**config.mk**
```make
export PLATFORM = sky130hd
export DESIGN_NAME = tof_flags
export DESIGN_NICKNAME = d
export VERILOG_FILES = /design/src/logic/tof_pkg.sv /design/src/logic/tof_wrap_detect.sv /design/src/logic/tof_flags.sv
export SDC_FILE = /design/constraint.sdc
export NUM_CORES = 1
export LEC_CHECK = 0
export BUFFER_PORTS_ARGS = -buffer_cell sky130_fd_sc_hd__clkbuf_2
export CORE_UTILIZATION = 39
export DETAILED_ROUTE_END_ITERATION = 6
export GPL_TIMING_DRIVEN = 0
export PLACE_DENSITY_LB_ADDON = 0.08
export RECOVER_POWER = 100
export REMOVE_ABC_BUFFERS = 1
export SLEW_MARGIN = 15
export SYNTH_ARGS = -nofsm -noshare
export SYNTH_HDL_FRONTEND = slang
export SYNTH_SLANG_ARGS = --single-unit
```
**constraint.sdc**
```tcl
create_clock -name sys_clk_i -period 2.4 [get_ports sys_clk_i]
set_clock_uncertainty 0.05 [all_clocks]
set_input_delay 0.48 -clock sys_clk_i [delete_from_list [all_inputs] [get_ports sys_clk_i]]
set_output_delay 0.48 -clock sys_clk_i [all_outputs]
set_load 0.03 [all_outputs]
```
**src/logic/tof_pkg.sv**
```systemverilog
// Constants and types for the timer overflow flag block
package tof_pkg;

  // ****************************************
  // Register map
  // ****************************************
  localparam logic [7:0] TOF_CTRL_ADDR = 8'hC8;
  localparam logic [7:0] TOF_CTRL_RESET = 8'h00;
  localparam logic [7:0] TOF_CTRL_WMASK = 8'hED;
  localparam int TOF_HI_FLAG_BIT = 7;
  localparam int TOF_LO_FLAG_BIT = 6;
  localparam int TOF_LO_IRQ_EN_BIT = 5;
  localparam int TOF_SPLIT_BIT = 3;
  localparam int TOF_RUN_BIT = 2;
  localparam int TOF_XCLK_BIT = 0;
  localparam logic [7:0] TOF_BYTE_MAX = 8'hFF;

  // ****************************************
  // Types
  // ****************************************
  typedef struct packed {
    logic lower_inc;
    logic upper_inc;
    logic [7:0] timer_lower_byte;
    logic [7:0] timer_upper_byte;
  } tof_count_t;

  typedef struct packed {
    logic wr;
    logic rd;
    logic bit_wr;
    logic [7:0] addr;
    logic [7:0] wdata;
    logic bit_val;
  } tof_sfr_req_t;

endpackage : tof_pkg

```
**src/logic/tof_wrap_detect.sv**
```systemverilog
// Rollover detection for the two timer bytes
`timescale 1ns/10ps
`default_nettype none
module tof_wrap_detect
  import tof_pkg::*;
(
  input wire tof_count_t count_i,
  input wire logic split_mode_select_i,
  output logic low_wrap_o,
  output logic high_wrap_o
);

  logic lower_at_max;
  logic upper_at_max;

  assign lower_at_max = (count_i.timer_lower_byte == TOF_BYTE_MAX);
  assign upper_at_max = (count_i.timer_upper_byte == TOF_BYTE_MAX);

  // Lower byte wraps in either mode
  assign low_wrap_o = count_i.lower_inc && lower_at_max;

  // Split: upper byte counts alone; joined: carry out of full 16 bits
  always_comb begin
    if (split_mode_select_i) begin
      high_wrap_o = count_i.upper_inc && upper_at_max;
    end else begin
      high_wrap_o = count_i.lower_inc && lower_at_max && upper_at_max;
    end
  end

endmodule : tof_wrap_detect
`default_nettype wire

```
**src/logic/tof_flags.sv**
```systemverilog
// Timer overflow flags, control register and interrupt request
`timescale 1ns/10ps
`default_nettype none
module tof_flags
  import tof_pkg::*;
(
  input wire logic sys_clk_i,
  input wire logic rst_i,
  input wire tof_sfr_req_t sfr_req_i,
  input wire tof_count_t count_i,
  input wire logic timer_irq_en_i,
  output logic [7:0] sfr_rdata_o,
  output logic split_mode_select_o,
  output logic run_o,
  output logic ext_clk_sel_o,
  output logic irq_o
);

  // ****************************************
  // Decode
  // ****************************************
  function automatic logic hits_bit(input tof_sfr_req_t req, input int idx);
    hits_bit = req.bit_wr && (req.addr == TOF_CTRL_ADDR + 8'(idx));
  endfunction : hits_bit

  logic [7:0] timer_control_reg;
  logic [7:0] next_ctrl;
  logic byte_wr;
  logic low_wrap;
  logic high_wrap;

  assign byte_wr = sfr_req_i.wr && (sfr_req_i.addr == TOF_CTRL_ADDR);

  tof_wrap_detect u_wrap (
    .count_i(count_i),
    .split_mode_select_i(timer_control_reg[TOF_SPLIT_BIT]),
    .low_wrap_o(low_wrap),
    .high_wrap_o(high_wrap)
  );

  // ****************************************
  // Software write value per bit
  // ****************************************
  genvar gi;
  generate
    for (gi = 0; gi < 8; gi++) begin : g_bit
      always_comb begin
        if (!TOF_CTRL_WMASK[gi]) begin
          next_ctrl[gi] = 1'b0;
        end else if (byte_wr) begin
          next_ctrl[gi] = sfr_req_i.wdata[gi];
        end else if (hits_bit(sfr_req_i, gi)) begin
          next_ctrl[gi] = sfr_req_i.bit_val;
        end else begin
          next_ctrl[gi] = timer_control_reg[gi];
        end
      end
    end
  endgenerate

  // ****************************************
  // Control register; hardware set wins
  // ****************************************
  always_ff @(posedge sys_clk_i) begin
    if (rst_i) begin
      timer_control_reg <= TOF_CTRL_RESET;
    end else begin
      timer_control_reg <= next_ctrl;
      if (high_wrap) begin
        timer_control_reg[TOF_HI_FLAG_BIT] <= 1'b1;
      end
      if (low_wrap) begin
        timer_control_reg[TOF_LO_FLAG_BIT] <= 1'b1;
      end
    end
  end

  // ****************************************
  // Read port
  // ****************************************
  always_ff @(posedge sys_clk_i) begin
    if (rst_i) begin
      sfr_rdata_o <= 8'h00;
    end else if (sfr_req_i.rd && sfr_req_i.addr == TOF_CTRL_ADDR) begin
      sfr_rdata_o <= timer_control_reg & TOF_CTRL_WMASK;
    end else begin
      sfr_rdata_o <= 8'h00;
    end
  end

  // ****************************************
  // Control outputs and interrupt
  // ****************************************
  always_ff @(posedge sys_clk_i) begin
    if (rst_i) begin
      split_mode_select_o <= 1'b0;
      run_o <= 1'b0;
      ext_clk_sel_o <= 1'b0;
    end else begin
      split_mode_select_o <= timer_control_reg[TOF_SPLIT_BIT];
      run_o <= timer_control_reg[TOF_RUN_BIT];
      ext_clk_sel_o <= timer_control_reg[TOF_XCLK_BIT];
    end
  end

  always_ff @(posedge sys_clk_i) begin
    if (rst_i) begin
      irq_o <= 1'b0;
    end else begin
      irq_o <= timer_irq_en_i && (timer_control_reg[TOF_HI_FLAG_BIT] ||
        (timer_control_reg[TOF_LO_IRQ_EN_BIT] && timer_control_reg[TOF_LO_FLAG_BIT]));
    end
  end

  // ****************************************
  // Assertions
  // ****************************************
  a_high_wrap_sets: assert property (@(posedge sys_clk_i) disable iff (rst_i)
    high_wrap |=> timer_control_reg[TOF_HI_FLAG_BIT])
    else $error("high flag not set after upper wrap");

  a_joined_wrap: assert property (@(posedge sys_clk_i) disable iff (rst_i)
    (!timer_control_reg[TOF_SPLIT_BIT] && count_i.lower_inc
     && {count_i.timer_upper_byte, count_i.timer_lower_byte} == 16'hFFFF)
    |=> timer_control_reg[TOF_HI_FLAG_BIT])
    else $error("high flag not set on 16-bit wrap");

  a_irq_high: assert property (@(posedge sys_clk_i) disable iff (rst_i)
    (timer_irq_en_i && timer_control_reg[TOF_HI_FLAG_BIT]) |=> irq_o)
    else $error("no interrupt for high flag");

  a_high_sticky: assert property (@(posedge sys_clk_i) disable iff (rst_i)
    (timer_control_reg[TOF_HI_FLAG_BIT] && !byte_wr && !hits_bit(sfr_req_i, TOF_HI_FLAG_BIT))
    |=> timer_control_reg[TOF_HI_FLAG_BIT])
    else $error("high flag cleared without write");

  a_low_wrap_sets: assert property (@(posedge sys_clk_i) disable iff (rst_i)
    (count_i.lower_inc && count_i.timer_lower_byte == 8'hFF)
    |=> timer_control_reg[TOF_LO_FLAG_BIT])
    else $error("low flag not set after lower wrap");

  a_low_sticky: assert property (@(posedge sys_clk_i) disable iff (rst_i)
    (timer_control_reg[TOF_LO_FLAG_BIT] && !byte_wr && !hits_bit(sfr_req_i, TOF_LO_FLAG_BIT))
    |=> timer_control_reg[TOF_LO_FLAG_BIT])
    else $error("low flag cleared without write");

  a_irq_low: assert property (@(posedge sys_clk_i) disable iff (rst_i)
    (timer_irq_en_i && timer_control_reg[TOF_LO_IRQ_EN_BIT]
     && timer_control_reg[TOF_LO_FLAG_BIT]) |=> irq_o)
    else $error("no interrupt for low flag");

  a_split_upper: assert property (@(posedge sys_clk_i) disable iff (rst_i)
    (timer_control_reg[TOF_SPLIT_BIT] && !count_i.upper_inc && !byte_wr
     && !hits_bit(sfr_req_i, TOF_HI_FLAG_BIT) && !timer_control_reg[TOF_HI_FLAG_BIT])
    |=> !timer_control_reg[TOF_HI_FLAG_BIT])
    else $error("split upper flag set without upper step");

  a_unused_zero: assert property (@(posedge sys_clk_i) disable iff (rst_i)
    (sfr_req_i.rd && sfr_req_i.addr == TOF_CTRL_ADDR)
    |=> (sfr_rdata_o & ~TOF_CTRL_WMASK) == 8'h00)
    else $error("unused bit read nonzero");

  a_split_high_wrap: assert property (@(posedge sys_clk_i) disable iff (rst_i)
    (timer_control_reg[TOF_SPLIT_BIT] && count_i.upper_inc
     && count_i.timer_upper_byte == TOF_BYTE_MAX) |=> timer_control_reg[TOF_HI_FLAG_BIT])
    else $error("high flag not set on split upper wrap");

  a_high_set_wins: assert property (@(posedge sys_clk_i) disable iff (rst_i)
    (high_wrap && (byte_wr || hits_bit(sfr_req_i, TOF_HI_FLAG_BIT)))
    |=> timer_control_reg[TOF_HI_FLAG_BIT])
    else $error("software clear beat high flag set");

  a_low_split_wrap: assert property (@(posedge sys_clk_i) disable iff (rst_i)
    (timer_control_reg[TOF_SPLIT_BIT] && count_i.lower_inc
     && count_i.timer_lower_byte == TOF_BYTE_MAX) |=> timer_control_reg[TOF_LO_FLAG_BIT])
    else $error("low flag not set in split mode");

  a_low_bit_clear: assert property (@(posedge sys_clk_i) disable iff (rst_i)
    (hits_bit(sfr_req_i, TOF_LO_FLAG_BIT) && !byte_wr && !sfr_req_i.bit_val && !low_wrap)
    |=> !timer_control_reg[TOF_LO_FLAG_BIT])
    else $error("low flag not cleared by bit write");

  a_irq_quiet: assert property (@(posedge sys_clk_i) disable iff (rst_i)
    !(timer_irq_en_i && (timer_control_reg[TOF_HI_FLAG_BIT]
     || (timer_control_reg[TOF_LO_IRQ_EN_BIT] && timer_control_reg[TOF_LO_FLAG_BIT])))
    |=> !irq_o)
    else $error("interrupt without pending flag");

  a_low_irq_gated: assert property (@(posedge sys_clk_i) disable iff (rst_i)
    (!timer_control_reg[TOF_HI_FLAG_BIT] && !timer_control_reg[TOF_LO_IRQ_EN_BIT])
    |=> !irq_o)
    else $error("low flag interrupted while its enable is clear");

  a_joined_upper_quiet: assert property (@(posedge sys_clk_i) disable iff (rst_i)
    (!timer_control_reg[TOF_SPLIT_BIT] && count_i.timer_upper_byte != TOF_BYTE_MAX
     && !byte_wr && !hits_bit(sfr_req_i, TOF_HI_FLAG_BIT)
     && !timer_control_reg[TOF_HI_FLAG_BIT]) |=> !timer_control_reg[TOF_HI_FLAG_BIT])
    else $error("joined high flag set without full wrap");

  a_split_out: assert property (@(posedge sys_clk_i) disable iff (rst_i)
    1'b1 |=> split_mode_select_o == $past(timer_control_reg[TOF_SPLIT_BIT]))
    else $error("split select output wrong");

  // ****************************************
  // Assertions: control outputs and register access
  // ****************************************
  a_ctrl_outs: assert property (@(posedge sys_clk_i) disable iff (rst_i)
    1'b1 |=> (run_o == $past(timer_control_reg[TOF_RUN_BIT])
     && ext_clk_sel_o == $past(timer_control_reg[TOF_XCLK_BIT])))
    else $error("run or clock select output wrong");

  a_read_data: assert property (@(posedge sys_clk_i) disable iff (rst_i)
    (sfr_req_i.rd && sfr_req_i.addr == TOF_CTRL_ADDR)
    |=> sfr_rdata_o == ($past(timer_control_reg) & TOF_CTRL_WMASK))
    else $error("read data does not match register");

  a_read_idle: assert property (@(posedge sys_clk_i) disable iff (rst_i)
    !(sfr_req_i.rd && sfr_req_i.addr == TOF_CTRL_ADDR) |=> sfr_rdata_o == 8'h00)
    else $error("read data not zero without read");

  a_unused_held: assert property (@(posedge sys_clk_i) disable iff (rst_i)
    (timer_control_reg & ~TOF_CTRL_WMASK) == 8'h00)
    else $error("unused control bit set");

  a_byte_write: assert property (@(posedge sys_clk_i) disable iff (rst_i)
    (byte_wr && !high_wrap && !low_wrap)
    |=> timer_control_reg == ($past(sfr_req_i.wdata) & TOF_CTRL_WMASK))
    else $error("byte write did not land");

endmodule : tof_flags
`default_nettype wire

```
==> results of run 1 <==
## cell type report
cell class | count | area [um^2]
clock buffer | 4 | 36.3
fill | 185 | 756
inverter | 5 | 18.8
multi-input combinational | 57 | 377
sequential | 16 | 320
tap | 25 | 31.3
timing repair buffer | 48 | 225
## worst register-to-register path, delay by kind of cell, from the launching register on
family / cells / cell delay (ns)
DFF: 1 / 0.36
AOI/OAI and AO/OA: 3 / 0.41
## cell usage after synthesis
| cell | count |
|---|---|
| sky130_fd_sc_hd__and3b_2 | 1 |
| sky130_fd_sc_hd__o21ai_0 | 1 |
| sky130_fd_sc_hd__or4_1 | 1 |
| sky130_fd_sc_hd__o32a_2 | 1 |
| sky130_fd_sc_hd__nor2_1 | 4 |
| sky130_fd_sc_hd__nor2b_1 | 2 |
| sky130_fd_sc_hd__buf_6 | 1 |
| sky130_fd_sc_hd__dfxtp_1 | 16 |
| sky130_fd_sc_hd__nor3b_1 | 3 |
| sky130_fd_sc_hd__o311a_1 | 1 |
| sky130_fd_sc_hd__or3_1 | 1 |
| sky130_fd_sc_hd__inv_1 | 5 |
| sky130_fd_sc_hd__and2_1 | 6 |
| sky130_fd_sc_hd__nor4bb_1 | 1 |
| sky130_fd_sc_hd__clkbuf_1 | 1 |
| sky130_fd_sc_hd__nor4_1 | 1 |
| sky130_fd_sc_hd__nand2_1 | 4 |
| sky130_fd_sc_hd__nand4_1 | 5 |
| sky130_fd_sc_hd__a21oi_1 | 2 |
| sky130_fd_sc_hd__o32ai_2 | 1 |
| sky130_fd_sc_hd__nor3_1 | 2 |
| sky130_fd_sc_hd__a311oi_1 | 1 |
| sky130_fd_sc_hd__buf_4 | 2 |
| sky130_fd_sc_hd__a221oi_1 | 1 |
| sky130_fd_sc_hd__a211oi_1 | 2 |
| sky130_fd_sc_hd__o22ai_1 | 1 |
| sky130_fd_sc_hd__and3_1 | 1 |
| sky130_fd_sc_hd__mux2i_1 | 3 |
| sky130_fd_sc_hd__o21a_1 | 1 |
| sky130_fd_sc_hd__or3b_1 | 1 |
| sky130_fd_sc_hd__nand3_1 | 4 |
| sky130_fd_sc_hd__conb_1 | 1 |
| sky130_fd_sc_hd__nand4bb_1 | 1 |
| sky130_fd_sc_hd__o211a_1 | 1 |
| sky130_fd_sc_hd__o31ai_1 | 1 |
## power breakdown
group          total, mW  switching [mW]  internal (mW)  leakage [nW]
combinational     0.0540          0.0261         0.0279         0.296
sequential         0.266        0.000322          0.266         0.129
clock              0.166          0.0740         0.0921        0.0210
total              0.486           0.100          0.386         0.446
## metal layers
layer / part of all wire / vias to the layer above
li1: - / 394
met1: 0.45 / 319
met2: 0.46 / 37
met3: 0.085 / 0
met4: 0 / 0
met5: 0 / -
## stage by stage
| step | hold slack, ns | std cells | worst slack (ns) | power, mW | util |
|---|---|---|---|---|---|
| after floorplan | 0.372 | 78 | 0.473 | 0.288 | - |
| after global placement | 0.385 | 151 | 0.273 | 0.326 | 0.564 |
| after detailed placement | 0.393 | 151 | 0.253 | 0.327 | 0.564 |
| after CTS | 0.395 | 155 | 0.546 | 0.492 | 0.584 |
| after global routing | 0.399 | 155 | 0.467 | 0.508 | 0.572 |
| final | 0.401 | 155 | 0.535 | 0.486 | 0.572 |
## cells by family after synthesis
| family | after synthesis | share of synthesized area |
|---|---|---|
| AND/OR/NAND/NOR | 38 | 0.307 |
| multiplexers | 3 | 0.0401 |
| AO/OA/AOI/OAI | 14 | 0.155 |
| other | 1 | 0.00500 |
| buffers and inverters | 9 | 0.0651 |
| flip-flops | 16 | 0.427 |
## worst paths after layout
kind,to,slack (ns),cells past startpoint
min,ext_clk_sel_o,0.40,2
max,timer_control_reg[2],0.53,5
max reg2reg,timer_control_reg[7],1.48,3
min reg2reg,ext_clk_sel_o,0.40,2
==> metrics list, run 1 <==
- MaxCap Viol Count: 0
- The global routing stage identified its most utilized layer as met2.
- Setup repair after global routing missed its margin: false
- Share of the synthesized area in the top cell type: 0.427
* Pwr Density: between 400 and 500 mW/mm^2
- Area of the mapped netlist: roughly 750 um^2
- Cell with the largest stage delay on the worst path: sky130_fd_sc_hd__or4_1
* Number of antenna violations at the first check in global routing: 0
- In this design, the stage delay of the slowest critical-path cell is slightly below 0.6 ns.
- Global-route wire length before repair: 2190 um
* Net count reported at finish: 172
* Final hold violations: 0
- Final antenna-violating net count: 0
- The flow ran to the end, and the final reports show no timing, DRC or antenna violations.
- Detailed placement ended at an HPWL of between 1000 and 1500 um.
- At the worst endpoint, the arrival time is about 2 ns.
- The total area inside the core boundary comes to between 0.0015 and 0.002 mm^2.
- Leaving out fill and tap cells, the most frequent cell in the layout is sky130_fd_sc_hd__clkbuf_2.
- Traced cell by cell, the critical path runs through clkbuf_1, or3b_1, or4_1, o32a_2, o211a_1.
- Summed over all failing endpoints, the final setup total negative slack is 0 ns.
- Minimum period implied by the final worst setup slack: approximately 1.9 ns
- The startpoint identified for the worst register-to-register timing path is timer_control_reg[7].
* Die Y: approximately 46 um
* Combined buffer and inverter count along the critical path: 1
- Met2 routing resource usage after global routing: 0.246
- Buffers added on ports: 48
- Clock sink count: 16
* Critical path type: primary input to flop
* Synthesized area per cell: between 9 and 10 um^2
- Number of distinct standard cells referenced by the synthesized netlist: 35
- For this run, design rule violations remaining after detail routing come to 0.
- CTS tree: built
- The finished cells cover between 0.001 and 0.0015 mm^2.
- Along the worst path, the maximum fanout reaches 9.
- The worst setup path is launched from a primary input.
* Worst slew pin tran: 0.563 ns
* Met1 Use GR: 0.173
- Buffer cell driving the clock tree root: sky130_fd_sc_hd__clkbuf_4
- The startpoint identified for the worst hold timing path is timer_control_reg[0].
* Worst path top cell family by delay: simple AND/OR/NAND/NOR gates
* Aggregate global routing overflow: 0
- Total GRT Usage: 0.144
* Total cell area at the placement stage: just under 0.001 mm^2
- Clock tree synthesis inserted a total of 3 buffers.
- Vias in the first global route: ~580
* Max Clk Rate: 536 MHz
- At the later pin of the worst-skew pair, clock insertion delay measures approximately 0.27 ns.
- In the final layout, the share of cells above drive strength 1 is 0.323.
* Most area-consuming cells after synthesis: sky130_fd_sc_hd__dfxtp_1 (43%), sky130_fd_sc_hd__and2_1 (5.0%), sky130_fd_sc_hd__nand4_1 (4.2%), sky130_fd_sc_hd__mux2i_1 (4.0%), sky130_fd_sc_hd__nor3b_1 (3.0%)
* IR drop worst, VDD: approximately 0.00018 V
* Number of storage elements in the synthesis netlist: 16
- Via total after detailed routing: 750
- Tracing the worst setup path back leads to its startpoint at sfr_req_i[9].
- Pin count of the biggest net entering global routing: 12
* Share of the yosys chip area belonging to registers: 0.427
- Post-CTS sizing: 0
- Crit path capture type: flop
* Number of H-tree branching levels: 1
- # diodes: 0
- Die outline width: 45.8 um
- In the routed layout, each cell is associated on average with a via count of 4.84.
* Wirelength, routed: 1430 um
- # hold bufs at CTS: 0
- Class of the worst hold path: flop to flop
- The final number of max-transition violations is 0.
- Clock slew seen by the registers of the worst setup and hold paths: roughly 0.080 ns
- Once the clock tree was built, the setup fixing pass inserted 0 buffers.
* Placement Rows: 15
* Post-synthesis cell type with the largest combined area: sky130_fd_sc_hd__dfxtp_1
- Slew HR: 0.620
- For this run, the detailed router's first-pass iteration total came to 3.
- Dividing the final minimum period by the clock period gives 0.777.
* Layout Area Growth over Synthesis: 34.6%
* Met3 track demand over resource: 0.0357
- Area of the die: 0.00210 mm^2
* Commonest cells after routing, fill and taps aside: sky130_fd_sc_hd__clkbuf_2 (36), sky130_fd_sc_hd__dfxtp_1 (16), sky130_fd_sc_hd__clkbuf_1 (12)
- Max clock buf depth: 2
* Initial cell density of the core: 0.425
- The first routing iteration left 14 violations.
* Crit path required time: 2.52 ns
- 53 I/O pins were placed.
- Setup violators final: 0
- After detailed routing, the average wire length per cell comes to between 9 and 10 um.
- Synthesized instance count: ~80
- Reported leakage power: about 0.45 nW
- The congestion estimate from routability-driven global placement came to 0.827.
- During synthesis, Yosys emitted a total of 0 warnings.
No activity file was read; power rests on OpenSTA's default activity.
==> run 2, diff against run 1 <==
- ABC_AREA: default -> 1
- clock period: 2.4 -> 1.51 ns (I/O delays scaled with it)
==> run 2 against run 1 <==
- count of clock-buffer cells in the layout stayed put
- worst setup slack worse by 0.28 ns
- non-clock buffer count stayed put
- design area is 18% higher
- register-to-register slack worse by 1.0 ns
- synthesized cell count is 79% higher
- sequential power is 59% higher
- wire length is 39% higher
- global-route usage is 3.8 points higher
- sequential cell count stayed put
- critical path depth is 4 lower
- clock power is 66% higher
- critical path type is now flop to primary output
- largest cell class unchanged
- largest power group unchanged
==> metrics list, run 2 <==
* Worst setup slack before clock tree synthesis: roughly 0.17 ns
* Worst path top cell family by delay: flip-flops
* Setup violators final: 0
* Area of the mapped netlist: 927 um^2
- Max-slew violation count: 0
- Among all stages on the critical path, the largest delay is contributed by sky130_fd_sc_hd__dfxtp_1.
- Leading cell type in the layout, fill and taps excluded: sky130_fd_sc_hd__clkbuf_2
* Area of the die: roughly 0.0026 mm^2
- For this run, the number of standard cells in the final layout without fillers is ~220.
* Layout Area Growth over Synthesis: 28.6%
- Max clock buf depth: 2
- Before antenna repair, the detailed router went through 4 iterations.
- Via total after detailed routing: 1009
* Final hold violations: 0
- Each instance of the synthesized netlist takes up on average 6.39 um^2.
* Post-synthesis share of cell area spent on full adders, half adders and majority gates: 0
- Cell internal power dissipation: a little over 0.6 mW
- The complex-gate fraction of the synthesized area was 0.0202.
- Portion of netlist area occupied by mux cells: 0
- Global-route wire length before repair: 3540 um
- Subtracting the final worst setup slack from the clock period gives between 1 and 1.5 ns.
- After synthesis, the largest family of logic cells by area is simple AND/OR/NAND/NOR gates.
- Traced cell by cell, the critical path runs through clkbuf_1.
- Buffers added on ports: between 40 and 50
* Part of the cycle the worst path needs: 0.832
- Worst path setup slack after routing: 0.254 ns
- Post-synthesis share of cell area spent on and, or, nand and nor gates: 0.516
* Top_reg_cell synth: sky130_fd_sc_hd__dfxtp_1
- Post-synthesis cell type with the largest combined area: sky130_fd_sc_hd__dfxtp_1
- The number of clock buffers added by TritonCTS is 3.
* Critical path type: flop to primary output
- The initial utilization of the core area, before any placement, comes to 0.415.
- Including well taps, the total number of placed cells is 219.
- After the last flow step, the layout net total stands at around 240.
* Post-route standard cell area excluding fillers: between 0.001 and 0.0015 mm^2
- Power spent charging and discharging nets: 0.195 mW
- Number of antenna violations at the first check in global routing: 0
- Number of H-tree branching levels: 1
- STA puts the critical path data arrival time at around 0.9 ns.
- Combined buffer and inverter count along the critical path: 1
- At the end of routability-driven placement, the weighted congestion stood at 0.784.
* Fraction of final layout cells with drive strength greater than 1: 0.256
- # diodes: 0
* Aggregate global routing overflow: 0
* Top post-synthesis cells by count: sky130_fd_sc_hd__nor2_1 (31), sky130_fd_sc_hd__nand2_1 (29), sky130_fd_sc_hd__nand3_1 (24), sky130_fd_sc_hd__inv_1 (23), sky130_fd_sc_hd__dfxtp_1 (16)
- Sequential share of power: 0.520
* XOR/XNOR Fraction of Synth Area: 0
- Setup repair after global routing missed its margin: false
* Clock power frac: 0.338
* Crit path capture type: primary output
- Pin count of the biggest net entering global routing: 11
- Run status: completed
- For this design the static power due to leakage is between 0.6 and 0.7 nW.
- Of the total power, combinational logic draws 0.142.
* Most area-consuming cells after synthesis: sky130_fd_sc_hd__dfxtp_1 (35%), sky130_fd_sc_hd__nand3_1 (13%), sky130_fd_sc_hd__nor2_1 (13%), sky130_fd_sc_hd__nand2_1 (12%), sky130_fd_sc_hd__inv_1 (9.3%)
- Total power after layout: a little over 0.8 mW
- Clock slew seen by the registers of the worst setup and hold paths: ~0.090 ns
- CTS saw 16 sinks.
- The filler cells instantiated in the layout total between 200 and 250.
- The library cells used most frequently in the layout, excluding fill and tap cells, are sky130_fd_sc_hd__clkbuf_2 (37), sky130_fd_sc_hd__nor2_1 (32), sky130_fd_sc_hd__nand2_1 (29).
- TritonCTS built the clock tree.
- Placement Rows: 17
- Critical-path maximum fanout: 1
* Pwr Density: about 680 mW/mm^2
* Total cell area at the placement stage: about 0.0012 mm^2
- Vias per Instance: roughly 4.5
- STA puts the critical path data required time at 1.16 ns.
* DP HPWL: between 1500 and 2000 um
* Number of distinct standard cells referenced by the synthesized netlist: 19
* Die Y: 50.8 um
* Latest clock arrival within the worst-skew pair: roughly 0.28 ns
* Final antenna-violating net count: 0
- Wire per inst: between 8 and 9 um
* # hold bufs at CTS: 0
* Startpoint type of the worst setup path: flop
* Share of the yosys chip area belonging to registers: 0.345
- The number of global-route vias before repair came to between 900 and 1k.
- The worst hold path belongs to the class primary input to flop.
- DRC Markers: 0
- Across every metal layer, demand over resource in global routing totals 0.182.
* Max Clk Rate: ~800 MHz
- The sequential cells in the finished layout cover a total of 320 um^2.
* Post-CTS sizing: 0
- Violation count after the first detailed-routing iteration: 21
- Post-CTS timing repair inserted 0 buffers for setup.
* Buffer cell driving the clock tree root: sky130_fd_sc_hd__clkbuf_4
* Area of the core: ~0.0022 mm^2
- Wirelength, routed: ~2000 um
- Share of the synthesized area in the top cell type: 0.345
- MaxCap Viol Count: 0
* Critical path's largest stage delay: 0.32 ns
- Counting flops with an async set or reset pin after synthesis yields a share of 0.
- IR drop worst, VDD: around 0.00060 V
* Combined area of the multi-input logic cells: slightly below 500 um^2
- sky130_fd_sc_hd__nor2_1 is the most common cell in the netlist.
* Sum of negative setup slack: 0 ns
* EDFF count, synth: 0
* Number of storage elements in the synthesis netlist: 16
- Counting every instance in the synthesized netlist gives roughly 150.
- Synth Warn #: 0
* Die outline width: 50.8 um
- Of the total power, the share spent switching nets is 0.239.
- IO Count: between 50 and 60
==> run 2: cell types whose count changed after synthesis, sizes merged, moves of 6 or more <==
cell / change
and2: -6
inv: +18
nand2: +28
nand3: +23
nor2: +33
==> run 2: metal layers <==
metal | wire length [um] | up-vias | global-route usage
met2 | 901 | 42 | 0.304
met5 | 0 | - | 0
met4 | 17 | 0 | 0.0556
met1 | 889 | 420 | 0.218
li1 | - | 543 | -
met3 | 177 | 4 | 0.0636
==> run 2: area by class of cell <==
cell class	count	share of cell area
Timing Repair Buffer	48	0.190
Multi-Input combinational cell	104	0.409
Tap cell	28	0.0294
Inverter	23	0.0724
Sequential cell	16	0.269
Clock buffer	4	0.0304
==> run 2: metrics by stage <==
stage,utilization,hold slack (ns)
2_1_floorplan,-,0.324
3_3_place_gp,0.531,0.395
3_5_place_dp,0.531,0.401
4_1_cts,0.547,0.163
5_1_grt,0.534,0.170
6_report,0.534,0.166
==> run 2: final timing paths <==
check                       start              endpoint  slack (ns)  cells after the start
min                timer_irq_en_i                 irq_o        0.17                      3
min reg2reg  timer_control_reg[2]                 run_o        0.41                      2
max                sfr_rdata_o[6]        sfr_rdata_o[6]        0.25                      1
max reg2reg  timer_control_reg[3]  timer_control_reg[7]        0.47                      7
==> run 2: kinds of logic after synthesis <==
logic type	after synthesis
compound gates	3
simple gates	99
flops	16
other cells	1
buf+inv	26
==> run 2: power groups by stage <==
| stage | logic [mW] | clock network [mW] | registers, mW |
|---|---|---|---|
| 5_1_grt | 0.131 | 0.301 | 0.423 |
| 3_5_place_dp | 0.119 | 0 | 0.432 |
| 2_1_floorplan | 0.0490 | 0 | 0.433 |
| 6_report | 0.115 | 0.275 | 0.423 |
| 4_1_cts | 0.119 | 0.283 | 0.423 |
| 3_3_place_gp | 0.117 | 0 | 0.432 |
